--- config.mk ---
export PLATFORM = sky130hd
export DESIGN_NAME = charge_sequencer
export DESIGN_NICKNAME = d
export VERILOG_FILES = /design/src/hdl/charge_seq_pkg.sv /design/src/hdl/charge_sequencer.sv
export SDC_FILE = /design/constraint.sdc
export NUM_CORES = 1
export LEC_CHECK = 0
export BUFFER_PORTS_ARGS = -buffer_cell sky130_fd_sc_hd__buf_2
export CORE_MARGIN = 5
export CORE_UTILIZATION = 35
export CTS_CLUSTER_DIAMETER = 100
export DETAILED_ROUTE_END_ITERATION = 7
export PLACE_DENSITY = 0.52
export REMOVE_ABC_BUFFERS = 1
export SETUP_SLACK_MARGIN = 0.1
export SLEW_MARGIN = 20
export SYNTH_ARGS = -nofsm -noshare
export SYNTH_HDL_FRONTEND = slang
export SYNTH_SLANG_ARGS = --single-unit
--- constraint.sdc ---
create_clock -name SYS_CLK_I -period 3.1 [get_ports SYS_CLK_I]
set_input_delay 0.62 -clock SYS_CLK_I [delete_from_list [all_inputs] [get_ports SYS_CLK_I]]
set_output_delay 0.62 -clock SYS_CLK_I [all_outputs]
set_load 0.01 [all_outputs]
--- src/hdl/charge_seq_pkg.sv ---
// Shared constants and types plus the status pin pulse encoder
`timescale 1ns/10ps
`default_nettype none

package charge_seq_pkg;
  // Clock and unit scales
  localparam longint CLK_HZ        = 250_000_000;
  localparam longint US_PER_S      = 1_000_000;
  localparam longint MHZ_PER_HZ    = 1000;
  // Times, rates and the slot count in their own units
  localparam longint BAD_WAIT_S    = 1800;
  localparam longint SAFETY_S      = 14400;
  localparam longint DEGLITCH_US   = 1700;
  localparam longint CARRIER_HZ    = 35_000;
  localparam longint NTC_BLINK_MHZ = 1500;
  localparam longint BAD_BLINK_MHZ = 6100;
  localparam longint CARRIER_SLOTS = 16;
  // Cycle counts derived from the clock rate; carrier and blink times round down, deglitch rounds up
  localparam longint BAD_WAIT_CYC  = BAD_WAIT_S * CLK_HZ;
  localparam longint SAFETY_CYC    = SAFETY_S * CLK_HZ;
  localparam longint DEGLITCH_CYC  = (DEGLITCH_US * CLK_HZ + US_PER_S - 1) / US_PER_S;
  localparam longint SLOT_CYC      = CLK_HZ / (CARRIER_HZ * CARRIER_SLOTS);
  localparam longint NTC_HALF_CYC  = CLK_HZ * MHZ_PER_HZ / (2 * NTC_BLINK_MHZ);
  localparam longint BAD_HALF_CYC  = CLK_HZ * MHZ_PER_HZ / (2 * BAD_BLINK_MHZ);
  // Counter widths
  localparam int TIMER_W = 42;
  localparam int DEG_W   = 20;
  localparam int BLINK_W = 27;
  localparam int SLOT_W  = 9;
  // Duty cycles in sixteenths of a carrier period (pin pulled low)
  localparam logic [3:0] NTC_DUTY_LO = 4'h1;
  localparam logic [3:0] NTC_DUTY_HI = 4'hf;
  localparam logic [3:0] BAD_DUTY_LO = 4'h2;
  localparam logic [3:0] BAD_DUTY_HI = 4'he;
  // Bit positions in the synchronised pin vector
  localparam int PIN_W        = 10;
  localparam int P_ABOVE_TRK  = 0;
  localparam int P_ABOVE_RECH = 1;
  localparam int P_NEAR_FLOAT = 2;
  localparam int P_TEMP_FAULT = 3;
  localparam int P_DIE_HOT    = 4;
  localparam int P_BELOW_TEN  = 5;
  localparam int P_HIGH_POWER = 6;
  localparam int P_SUSPEND    = 7;
  localparam int P_INPUT_UNDERVOLTAGE_LOCK_OK    = 8;
  localparam int P_DIFFERENTIAL_UNDERVOLTAGE_LOCK_OK   = 9;

  typedef enum logic [2:0] {
    ST_OFF     = 3'b000,
    ST_TRICKLE = 3'b001,
    ST_CC      = 3'b010,
    ST_CV      = 3'b011,
    ST_DONE    = 3'b100,
    ST_BADBAT  = 3'b101
  } phase_t;

  typedef enum logic [1:0] {
    CUR_NONE  = 2'b00,
    CUR_TENTH = 2'b01,
    CUR_FIFTH = 2'b10,
    CUR_FULL  = 2'b11
  } current_t;

  typedef enum logic [1:0] {
    STAT_HIZ = 2'b00,
    STAT_LOW = 2'b01,
    STAT_NTC = 2'b10,
    STAT_BAD = 2'b11
  } status_t;
endpackage : charge_seq_pkg

module status_pulser #(
  parameter logic [charge_seq_pkg::BLINK_W-1:0] NTC_HALF = charge_seq_pkg::BLINK_W'(charge_seq_pkg::NTC_HALF_CYC),
  parameter logic [charge_seq_pkg::BLINK_W-1:0] BAD_HALF = charge_seq_pkg::BLINK_W'(charge_seq_pkg::BAD_HALF_CYC)
) (
  // Clock and reset
  input  wire logic                    clk_i,
  input  wire logic                    resetn_i,
  // Requested pattern and pin drive
  input  wire charge_seq_pkg::status_t mode_i,
  output logic                         drive_low_o
);
  localparam logic [charge_seq_pkg::SLOT_W-1:0] SLOT_LAST =
    charge_seq_pkg::SLOT_W'(charge_seq_pkg::SLOT_CYC - 1);

  logic [charge_seq_pkg::SLOT_W-1:0]  slot_cnt_q;
  logic [3:0]                         slot_idx_q;
  logic [charge_seq_pkg::BLINK_W-1:0] blink_cnt_q;
  logic                               blink_hi_q;
  charge_seq_pkg::status_t            mode_q;
  logic [charge_seq_pkg::BLINK_W-1:0] half_last;
  logic [3:0]                         duty;

  // One clock base feeds both the carrier and the blink
  always_ff @(posedge clk_i or negedge resetn_i) begin
    if (!resetn_i) begin
      slot_cnt_q <= '0;
      slot_idx_q <= 4'h0;
    end else if (slot_cnt_q == SLOT_LAST) begin
      slot_cnt_q <= '0;
      slot_idx_q <= slot_idx_q + 4'h1;
    end else begin
      slot_cnt_q <= slot_cnt_q + 1'b1;
    end
  end

  // Blink phase restarts on a pattern change so each half is whole
  always_ff @(posedge clk_i or negedge resetn_i) begin
    if (!resetn_i) begin
      blink_cnt_q <= '0;
      blink_hi_q  <= 1'b0;
      mode_q      <= charge_seq_pkg::STAT_HIZ;
    end else begin
      mode_q <= mode_i;
      if (mode_i != mode_q) begin
        blink_cnt_q <= '0;
        blink_hi_q  <= 1'b0;
      end else if (blink_cnt_q == half_last) begin
        blink_cnt_q <= '0;
        blink_hi_q  <= ~blink_hi_q;
      end else begin
        blink_cnt_q <= blink_cnt_q + 1'b1;
      end
    end
  end

  // Duty for the current half of the blink
  always_comb begin
    half_last = (mode_i == charge_seq_pkg::STAT_BAD) ? BAD_HALF - 1'b1 : NTC_HALF - 1'b1;
    if (mode_i == charge_seq_pkg::STAT_BAD) begin
      duty = blink_hi_q ? charge_seq_pkg::BAD_DUTY_HI : charge_seq_pkg::BAD_DUTY_LO;
    end else begin
      duty = blink_hi_q ? charge_seq_pkg::NTC_DUTY_HI : charge_seq_pkg::NTC_DUTY_LO;
    end
  end

  // Registered pin drive
  always_ff @(posedge clk_i or negedge resetn_i) begin
    if (!resetn_i) begin
      drive_low_o <= 1'b0;
    end else begin
      unique case (mode_i)
        charge_seq_pkg::STAT_HIZ: drive_low_o <= 1'b0;
        charge_seq_pkg::STAT_LOW: drive_low_o <= 1'b1;
        charge_seq_pkg::STAT_NTC,
        charge_seq_pkg::STAT_BAD: drive_low_o <= (slot_idx_q < duty);
      endcase
    end
  end
endmodule : status_pulser
`default_nettype wire

--- src/hdl/charge_sequencer.sv ---
// Charge phase sequencer with timers and status pin encoding
`timescale 1ns/10ps
`default_nettype none

module charge_sequencer #(
  parameter logic [charge_seq_pkg::TIMER_W-1:0] BAD_WAIT_CYC = charge_seq_pkg::TIMER_W'(charge_seq_pkg::BAD_WAIT_CYC),
  parameter logic [charge_seq_pkg::TIMER_W-1:0] SAFETY_CYC   = charge_seq_pkg::TIMER_W'(charge_seq_pkg::SAFETY_CYC),
  parameter logic [charge_seq_pkg::DEG_W-1:0]   DEGLITCH_CYC = charge_seq_pkg::DEG_W'(charge_seq_pkg::DEGLITCH_CYC),
  parameter logic [charge_seq_pkg::BLINK_W-1:0] NTC_HALF_CYC = charge_seq_pkg::BLINK_W'(charge_seq_pkg::NTC_HALF_CYC),
  parameter logic [charge_seq_pkg::BLINK_W-1:0] BAD_HALF_CYC = charge_seq_pkg::BLINK_W'(charge_seq_pkg::BAD_HALF_CYC)
) (
  // Clock and reset
  input  wire logic SYS_CLK_I,
  input  wire logic RESETN_I,
  // Battery and current comparators
  input  wire logic ABOVE_TRICKLE_THRESHOLD_I,
  input  wire logic ABOVE_RECHARGE_THRESHOLD_I,
  input  wire logic NEAR_FLOAT_I,
  input  wire logic BELOW_TENTH_CURRENT_I,
  // Temperature comparators
  input  wire logic THERMISTOR_SENSE_FAULT_I,
  input  wire logic DIE_HOT_I,
  // Control pins
  input  wire logic HIGH_POWER_SELECT_I,
  input  wire logic SUSPEND_INPUT_I,
  input  wire logic INPUT_UNDERVOLTAGE_LOCK_I,
  input  wire logic DIFFERENTIAL_UNDERVOLTAGE_LOCK_I,
  // Charger control
  output logic                     CHARGE_ENABLE_O,
  output charge_seq_pkg::current_t CURRENT_SELECT_O,
  output logic                     PROGRAM_PIN_1V_O,
  output logic                     CONSTANT_VOLTAGE_O,
  output logic                     THERMAL_REDUCE_O,
  output logic                     BAD_BATTERY_O,
  // Open-drain status pin
  input  wire logic CHARGE_STATUS_OUT_I,
  output logic      CHARGE_STATUS_OUT_O,
  output logic      CHARGE_STATUS_OUT_OEN_O
);
  localparam int PW = charge_seq_pkg::PIN_W;

  logic [PW-1:0] pins_raw;
  logic [PW-1:0] pins_s1_q;
  logic [PW-1:0] pins_q;
  logic above_trk, above_rech, near_float, temp_fault;
  logic die_hot, below_tenth, high_power, run;
  logic run_prev_q, restart;
  charge_seq_pkg::phase_t state_q, state_d;
  logic [charge_seq_pkg::TIMER_W-1:0] trickle_cnt_q, safety_cnt_q;
  logic [charge_seq_pkg::DEG_W-1:0]   below_cnt_q;
  logic bad_latch_q, seen_rech_q, released_q;
  logic trickle_expired, safety_expired, rech_drop, redrop;
  logic charging;
  charge_seq_pkg::status_t status_mode;
  logic drive_low;

  // Pin inputs come from the analogue side, two flops each
  assign pins_raw[charge_seq_pkg::P_ABOVE_TRK]  = ABOVE_TRICKLE_THRESHOLD_I;
  assign pins_raw[charge_seq_pkg::P_ABOVE_RECH] = ABOVE_RECHARGE_THRESHOLD_I;
  assign pins_raw[charge_seq_pkg::P_NEAR_FLOAT] = NEAR_FLOAT_I;
  assign pins_raw[charge_seq_pkg::P_TEMP_FAULT] = THERMISTOR_SENSE_FAULT_I;
  assign pins_raw[charge_seq_pkg::P_DIE_HOT]    = DIE_HOT_I;
  assign pins_raw[charge_seq_pkg::P_BELOW_TEN]  = BELOW_TENTH_CURRENT_I;
  assign pins_raw[charge_seq_pkg::P_HIGH_POWER] = HIGH_POWER_SELECT_I;
  assign pins_raw[charge_seq_pkg::P_SUSPEND]    = SUSPEND_INPUT_I;
  assign pins_raw[charge_seq_pkg::P_INPUT_UNDERVOLTAGE_LOCK_OK]    = INPUT_UNDERVOLTAGE_LOCK_I;
  assign pins_raw[charge_seq_pkg::P_DIFFERENTIAL_UNDERVOLTAGE_LOCK_OK]   = DIFFERENTIAL_UNDERVOLTAGE_LOCK_I;

  // Two-flop synchroniser per pin
  for (genvar g = 0; g < PW; g++) begin : g_sync
    always_ff @(posedge SYS_CLK_I or negedge RESETN_I) begin
      if (!RESETN_I) begin
        pins_s1_q[g] <= 1'b0;
        pins_q[g]    <= 1'b0;
      end else begin
        pins_s1_q[g] <= pins_raw[g];
        pins_q[g]    <= pins_s1_q[g];
      end
    end
  end

  // Synchronised levels
  assign above_trk   = pins_q[charge_seq_pkg::P_ABOVE_TRK];
  assign above_rech  = pins_q[charge_seq_pkg::P_ABOVE_RECH];
  assign near_float  = pins_q[charge_seq_pkg::P_NEAR_FLOAT];
  assign temp_fault  = pins_q[charge_seq_pkg::P_TEMP_FAULT];
  assign die_hot     = pins_q[charge_seq_pkg::P_DIE_HOT];
  assign below_tenth = pins_q[charge_seq_pkg::P_BELOW_TEN];
  assign high_power  = pins_q[charge_seq_pkg::P_HIGH_POWER];
  // Both lockouts clear and not suspended
  assign run = pins_q[charge_seq_pkg::P_INPUT_UNDERVOLTAGE_LOCK_OK] & pins_q[charge_seq_pkg::P_DIFFERENTIAL_UNDERVOLTAGE_LOCK_OK]
             & ~pins_q[charge_seq_pkg::P_SUSPEND];

  // Rising run marks a power or suspend cycle
  always_ff @(posedge SYS_CLK_I or negedge RESETN_I) begin
    if (!RESETN_I) begin
      run_prev_q <= 1'b0;
    end else begin
      run_prev_q <= run;
    end
  end
  assign restart = run & ~run_prev_q;

  // Timer comparisons
  assign trickle_expired = (trickle_cnt_q == BAD_WAIT_CYC);
  assign safety_expired  = (safety_cnt_q == SAFETY_CYC);
  assign rech_drop       = (below_cnt_q > DEGLITCH_CYC);
  assign redrop          = bad_latch_q & ~seen_rech_q & ~above_trk;

  // Phase selection
  always_comb begin
    state_d = state_q;
    if (!run) begin
      state_d = charge_seq_pkg::ST_OFF;
    end else begin
      unique case (state_q)
        charge_seq_pkg::ST_OFF: begin
          state_d = charge_seq_pkg::ST_TRICKLE;
        end
        charge_seq_pkg::ST_TRICKLE: begin
          if (trickle_expired) begin
            state_d = charge_seq_pkg::ST_BADBAT;
          end else if (above_trk) begin
            state_d = charge_seq_pkg::ST_CC;
          end
        end
        charge_seq_pkg::ST_CC, charge_seq_pkg::ST_CV: begin
          if (redrop) begin
            state_d = charge_seq_pkg::ST_BADBAT;
          end else if (!above_trk) begin
            state_d = charge_seq_pkg::ST_TRICKLE;
          end else if (safety_expired) begin
            state_d = charge_seq_pkg::ST_DONE;
          end else begin
            state_d = near_float ? charge_seq_pkg::ST_CV : charge_seq_pkg::ST_CC;
          end
        end
        charge_seq_pkg::ST_DONE: begin
          if (rech_drop) begin
            state_d = charge_seq_pkg::ST_TRICKLE;
          end
        end
        charge_seq_pkg::ST_BADBAT: begin
          if (above_trk) begin
            state_d = charge_seq_pkg::ST_CC;
          end
        end
        default: state_d = charge_seq_pkg::ST_OFF;
      endcase
    end
  end

  // Phase register
  always_ff @(posedge SYS_CLK_I or negedge RESETN_I) begin
    if (!RESETN_I) begin
      state_q <= charge_seq_pkg::ST_OFF;
    end else begin
      state_q <= state_d;
    end
  end

  // Time spent in trickle; holds while temperature is bad
  always_ff @(posedge SYS_CLK_I or negedge RESETN_I) begin
    if (!RESETN_I) begin
      trickle_cnt_q <= '0;
    end else if (state_q != charge_seq_pkg::ST_TRICKLE || !run) begin
      trickle_cnt_q <= '0;
    end else if (!temp_fault && !trickle_expired) begin
      trickle_cnt_q <= trickle_cnt_q + 1'b1;
    end
  end

  // Deglitch of the recharge comparator; saturates one past the limit
  always_ff @(posedge SYS_CLK_I or negedge RESETN_I) begin
    if (!RESETN_I) begin
      below_cnt_q <= '0;
    end else if (above_rech) begin
      below_cnt_q <= '0;
    end else if (!rech_drop) begin
      below_cnt_q <= below_cnt_q + 1'b1;
    end
  end

  // Safety timer: counts only in CV above recharge with good temperature
  always_ff @(posedge SYS_CLK_I or negedge RESETN_I) begin
    if (!RESETN_I) begin
      safety_cnt_q <= '0;
    end else if (!run || rech_drop) begin
      safety_cnt_q <= '0;
    end else if (state_q == charge_seq_pkg::ST_CV && above_rech
                 && !temp_fault && !safety_expired) begin
      safety_cnt_q <= safety_cnt_q + 1'b1;
    end
  end

  // Bad battery latch; only a restart clears it
  always_ff @(posedge SYS_CLK_I or negedge RESETN_I) begin
    if (!RESETN_I) begin
      bad_latch_q <= 1'b0;
    end else if (state_q == charge_seq_pkg::ST_TRICKLE && trickle_expired && run) begin
      bad_latch_q <= 1'b1;
    end else if (restart) begin
      bad_latch_q <= 1'b0;
    end
  end

  // Has the battery passed recharge since the latch was set
  always_ff @(posedge SYS_CLK_I or negedge RESETN_I) begin
    if (!RESETN_I) begin
      seen_rech_q <= 1'b0;
    end else if (restart || (state_q == charge_seq_pkg::ST_TRICKLE && trickle_expired)) begin
      seen_rech_q <= 1'b0;
    end else if (above_rech) begin
      seen_rech_q <= 1'b1;
    end
  end

  // Status release; set wins over the new-cycle clear
  always_ff @(posedge SYS_CLK_I or negedge RESETN_I) begin
    if (!RESETN_I) begin
      released_q <= 1'b0;
    end else if ((state_q == charge_seq_pkg::ST_CV && below_tenth && !temp_fault)
                 || state_q == charge_seq_pkg::ST_DONE) begin
      released_q <= 1'b1;
    end else if (state_q == charge_seq_pkg::ST_OFF) begin
      released_q <= 1'b0;
    end
  end

  // Charging phases; temperature pauses without losing the phase
  assign charging = (state_q == charge_seq_pkg::ST_TRICKLE || state_q == charge_seq_pkg::ST_CC
                  || state_q == charge_seq_pkg::ST_CV) && run;

  // Registered charger controls
  always_ff @(posedge SYS_CLK_I or negedge RESETN_I) begin
    if (!RESETN_I) begin
      CHARGE_ENABLE_O    <= 1'b0;
      CURRENT_SELECT_O   <= charge_seq_pkg::CUR_NONE;
      PROGRAM_PIN_1V_O   <= 1'b0;
      CONSTANT_VOLTAGE_O <= 1'b0;
      THERMAL_REDUCE_O   <= 1'b0;
      BAD_BATTERY_O      <= 1'b0;
    end else begin
      CHARGE_ENABLE_O    <= charging && !temp_fault;
      CONSTANT_VOLTAGE_O <= charging && state_q == charge_seq_pkg::ST_CV;
      PROGRAM_PIN_1V_O   <= high_power;
      THERMAL_REDUCE_O   <= charging && !temp_fault && die_hot;
      BAD_BATTERY_O      <= bad_latch_q;
      if (!charging || temp_fault) begin
        CURRENT_SELECT_O <= charge_seq_pkg::CUR_NONE;
      end else if (state_q == charge_seq_pkg::ST_TRICKLE) begin
        CURRENT_SELECT_O <= charge_seq_pkg::CUR_TENTH;
      end else begin
        CURRENT_SELECT_O <= high_power ? charge_seq_pkg::CUR_FULL
                                       : charge_seq_pkg::CUR_FIFTH;
      end
    end
  end

  // Status pattern; bad battery is checked ahead of temperature
  always_comb begin
    if (state_q == charge_seq_pkg::ST_OFF || !run || released_q) begin
      status_mode = charge_seq_pkg::STAT_HIZ;
    end else if (state_q == charge_seq_pkg::ST_BADBAT) begin
      status_mode = charge_seq_pkg::STAT_BAD;
    end else if (temp_fault) begin
      status_mode = charge_seq_pkg::STAT_NTC;
    end else begin
      status_mode = charge_seq_pkg::STAT_LOW;
    end
  end

  // Carrier and blink counters share the system clock
  status_pulser #(
    .NTC_HALF (NTC_HALF_CYC),
    .BAD_HALF (BAD_HALF_CYC)
  ) u_pulser (
    .clk_i       (SYS_CLK_I),
    .resetn_i    (RESETN_I),
    .mode_i      (status_mode),
    .drive_low_o (drive_low)
  );

  // Open drain: only ever pulls low; pin level is not read back
  assign CHARGE_STATUS_OUT_O     = 1'b0;
  assign CHARGE_STATUS_OUT_OEN_O = ~drive_low;
endmodule : charge_sequencer
`default_nettype wire

==> Yosys cells after proc, flatten, opt, wreduce, memory -nomap -nowiden <==
Cells that the tools add are included.
{ "totals": {"ff_bits": 182, "in_bits": 13, "output_inout_bits": 9} }
{ "classes": {"addsub": 6, "n_lt_le_gt_ge": 2, "n_eq_ne": 16, "muxes": 37, "bitwise_logic": 11, "n_reduce_logical": 36} }
{ "op_table": {"columns": ["operator", "n"], "rows": [
  ["42-bit 2-to-1 mux", 4],
  ["42-bit by 1-bit adder with 42-bit output, second input constant", 2],
  ["27-bit 2-to-1 mux", 3],
  ["42-bit by 39-bit == test with 1-bit output, second input constant", 1],
  ["42-bit == test, second input constant", 1],
  ["20-bit 2-to-1 mux", 2],
  ["27-bit by 1-bit adder with 27-bit output, second input constant", 1],
  ["27-bit == test", 1],
  ["3-bit 2-to-1 mux", 7],
  ["20-bit by 1-bit adder with 20-bit output, second input constant", 1],
  ["20-bit by 19-bit > comparator with 1-bit output, second input constant", 1],
  ["3-bit case mux with 5 select lines", 1],
  ["1-bit logical AND", 12],
  ["4-bit 2-to-1 mux", 3],
  ["2-bit nonzero test", 6],
  ["1-bit 2-to-1 mux", 10],
  ["2-bit 2-to-1 mux", 5],
  ["9-bit by 1-bit adder with 9-bit output, second input constant", 1],
  ["9-bit == test, second input constant", 1],
  ["1-bit logical OR", 9],
  ["9-bit 2-to-1 mux", 1],
  ["3-bit by 2-bit == test with 1-bit output, second input constant", 2],
  ["3-bit == test, second input constant", 2],
  ["1-bit NOT", 6],
  ["15 further kinds", 25]
]} }

==> Depth between registers and ports, before layout <==
{ "depth": {"word_depth": 11, "ltp_mapped": 8, "depth_no_buf": 7} }

==> Hierarchy <==
Synthesis repeated with hierarchy kept, for this count alone.
{ "unflattened": {"hier_cells": 997, "area_unflattened_um2": 9485.3} }
{ "by_module_without_submodules": {"columns": ["mod", "n_inst", "cells_per_inst", "area_each_um2"], "rows": [
  ["charge_sequencer", 1, 769, 7174.4],
  ["status_pulser", 1, 228, 2311.0]
]} }

==> Least setup slack after synthesis <==
OpenSTA, ideal clock, no wires.
{ "synth_timing": {"kind": "reg-to-reg", "start": "register trickle_cnt_q[0] in the netlist's numbering", "end": "register trickle_cnt_q[26] in the netlist's numbering", "setup_ps": 78, "t_arrival_ps": 2237, "slack_ps": 785, "path_stages_with_launch": 8, "synth_period_minus_slack_ps": 2315, "path_cell_list": "dfrtp_1 > ha_1 > inv_1 > or4_4 > a211o_1 > buf_6 > or4_1 > a21oi_1"} }
{ "synth_via": {"elab_chain_cells": 4, "word_cells_on_any_way": 7} }
{ "synth_rtl": {"columns": ["item", "line", "rtl"], "rows": [
  ["start: declaration", "charge_sequencer.sv:49", "logic [charge_seq_pkg::TIMER_W-1:0] trickle_cnt_q, safety_cnt_q;"],
  ["start signal: assignment", "charge_sequencer.sv:169", "trickle_cnt_q <= trickle_cnt_q + 1'b1;"],
  ["parallel branches: the longest is 4 deep, another holds 42-bit by 1-bit adder with 42-bit output", null, null]
]} }
Several ways; the timed one is not identified. The select of a mux whose other input is x is not followed.
A chain may end at the register's enable or synchronous reset.

==> Worst setup path after layout <==
{ "layout_timing": {"start": "register trickle_cnt_q[19] in the netlist's numbering", "end": "register trickle_cnt_q[20] in the netlist's numbering"} }
The elaborated chain is that of the path after synthesis.

==> flow_metrics.py <==
metrics = {
    "status": {
        "outcome": "finished, final reports clean",
    },
    "synthesis": {
        "yosysWarningCount": 0,
        "ys_seq_area_share_pct": 48.3,
        "synthFlopType": "dfrtp_1",
        "synthCells": 989,
        "synth_area_um2": 9420,
        "synth_mux_area_share_pct": 1.46,
        "synthXorXnorAreaFrac_pct": 7.53,
        "post-synth-top-count-cell": "dfrtp_1",
        "yosysUniqueCellTypes": 73,
        "synth-simple-area-share_pct": 29.1,
        "synthTopCellsByCount": "dfrtp_1 (182), nor2_1 (122), nand2_1 (74)",
        "synthDominantCellAreaShare_pct": 48.3,
        "synthTopCellsByArea": "dfrtp_1 (48%), nor2_1 (4.9%), xnor2_1 (4.6%)",
        "synthAdderAreaFrac_pct": 1.73,
        "syn_avg_cell_area_um2": 9.53,
        "synth-compound-area-share_pct": 8.82,
        "synth_top_family_by_area": "simple AND/OR/NAND/NOR gates",
        "async_flop_share_pct": 100,
        "synth_top_area_cell": "dfrtp_1",
        "ys_seq_elements": 182,
        "synth_edf_count": 0,
    },
    "critical_path": {
        "worstPathMaxFanout": 13,
        "r2r_cells": 5,
        "reg2reg_slack_ps": 470,
        "r2r-end": "trickle_cnt_q[20]",
        "r2r-start": "trickle_cnt_q[19]",
        "worstPathArrival_ps": 2920,
        "path_class": "reg -> reg",
        "start_kind": "register",
        "worst_setup_path_end_kind": "register",
        "cp.required_ps": 3390,
    },
    "die": {
        "fp.dieH_um": 174,
        "core_um2": 26700,
        "die_area_um2": 30300,
        "boundaryPins": 22,
        "start_util_pct": 35.3,
        "die_w_um": 174,
        "fp-row-count": 60,
    },
    "detailed_routing": {
        "drc_errors": 0,
        "drtPass1Iterations": 4,
        "via_per_inst": 5.36,
        "ant_nets": 0,
        "drt_iter0_markers": 518,
        "num_vias": 7335,
        "wl_per_cell_um": 15.8,
        "routed_wl_um": 21600,
    },
    "timing": {
        "final_max_slew_viol_count": 0,
        "setup_viol": 0,
        "finalHoldViolations": 0,
        "max-slew-margin-rel_pct": 46.6,
        "hold-worst-slack_ps": 191,
        "fin_tns_setup_ps": 0,
        "worstMarginPinSlew_ps": 794,
        "skew_ps": 13.4,
        "fmax_mhz": 380,
        "fin_crit_sh_pct": 84.8,
        "rsz0062_at_grt": "false",
        "layout_min_cycle_time_ps": 2630,
    },
    "global_routing": {
        "grt_max_degree": 75,
        "antenna_found_initial": 0,
        "track_usage_pct": 14.5,
        "grt_pass1_vias": 7299,
        "grt_pass1_wl_um": 37200,
        "grt_overflow": 0,
    },
    "finish": {
        "areaGrowthSynthToFinish_pct": 12.3,
        "layout.cells.non_filler": 1369,
        "design_area_um2": 10600,
        "antenna_cells": 0,
        "drive_gt1_share_pct": 9.82,
        "nets": 1041,
    },
    "clocking": {
        "htree_levels": 4,
        "cts_resized": 0,
        "cts_tree": "done",
        "cts_setup_buffers": 0,
        "clkTransAtPathRegs_ps": 80,
        "cts_root_buffer": "clkbuf_16",
        "cts_buffers": 17,
        "clkSinkCount": 182,
        "postCtsHoldBufs": 0,
        "clock_path_buffers": 2,
        "clock_latency_ps": 430,
    },
    "pwr": {
        "p_leak_nw": 4.08,
        "power_density_nw_per_um2": 459,
        "power.total_mw": 4.86,
        "ir_drop_mv": 0.327,
    },
    "placed_design": {
        "place_area_um2": 10000,
        "port_buffers": 19,
        "gp_congestion": 0.840,
        "hpwl_um": 14600,
        "post-place-cells": 1337,
    },
    "job": {
        "drv_cap": 0,
    },
    "min_path": {
        "min_path_type": "in -> async",
    },
}
-- metrics by stage --
stage,setup slack (ps),util [%]
6_report,470,39.6
5_1_grt,357,39.6
4_1_cts,462,39.6
3_5_place_dp,464,37.5
3_3_place_gp,485,37.5
2_1_floorplan,-122,-
-- where the power goes --
part           switching (mW)  internal (mW)
Sequential             0.0850           2.44
Clock                   0.962           1.14
Combinational           0.144         0.0859
Total                    1.19           3.67
-- state kept, by name (all words and copies together), names as in the netlist, 2 cells and up --
register / flops
safety_cnt_q: 42
trickle_cnt_q: 42
u_pulser.blink_cnt_q: 27
below_cnt_q: 20
pins_s1_q: 10
u_pulser.slot_cnt_q: 9
u_pulser.slot_idx_q: 4
pins_q: 3
state_q: 3
CURRENT_SELECT_O: 2
u_pulser.mode_q: 2
-- worst max-delay path by stage --
stage	startpoint	endpoint	slack, ps	cells past startpoint
2_1_floorplan	below_cnt_q[12]	state_q[2]	-120	5
3_3_place_gp	trickle_cnt_q[19]	trickle_cnt_q[26]	490	5
3_5_place_dp	trickle_cnt_q[19]	trickle_cnt_q[30]	460	5
4_1_cts	trickle_cnt_q[19]	trickle_cnt_q[20]	460	5
5_1_grt	below_cnt_q[15]	safety_cnt_q[2]	360	6
6_report	trickle_cnt_q[19]	trickle_cnt_q[20]	470	5
-- final cells by class --
cell class              count  area (um2)
inverters                  32         120
clock buffers              20         447
fillers                  2665       16100
well taps                 341         427
repair buffers             44         317
multi-input cells         738        4600
clock inverters            12         120
flip-flops and latches    182        4550
-- per-layer routing --
layer  vias to the layer above  share of wire [%]  GRT usage, %
met5                         -                  0             0
met4                         0                1.3          4.09
met3                        18                3.5          2.44
met2                       132                 46          22.8
met1                      3568                 50          20.8
li1                       3617                  -             -
-- cells in the final DEF, fill, tap and decap left out, types with 25 or more instances in the layout --
master	instances
dfrtp_1	182
nor2_1	122
nand2_1	74
a21oi_1	50
nand3_1	50
xnor2_1	49
nand4_1	46
nor3_1	35
nor4_1	35
xor2_1	32
inv_1	31
o21ai_0	25
-- worst max-delay path: stages, from the launching register on --
cell     delay [ps]
dfrtp_1         470
or4_1           540
or4_4           570
nor4_4          630
or4_1           220
a21oi_1          60
-- cell families (layout without fill, tap and decap cells) --
group / count (synthesis) / count (layout)
other cells: 1 / 1
mux: 13 / 13
compound gates: 130 / 130
buf+inv: 69 / 108
simple gates: 500 / 500
xor+xnor: 81 / 81
flops: 182 / 182
fa+ha+maj: 13 / 13
No activity file was read; power rests on OpenSTA's default activity.
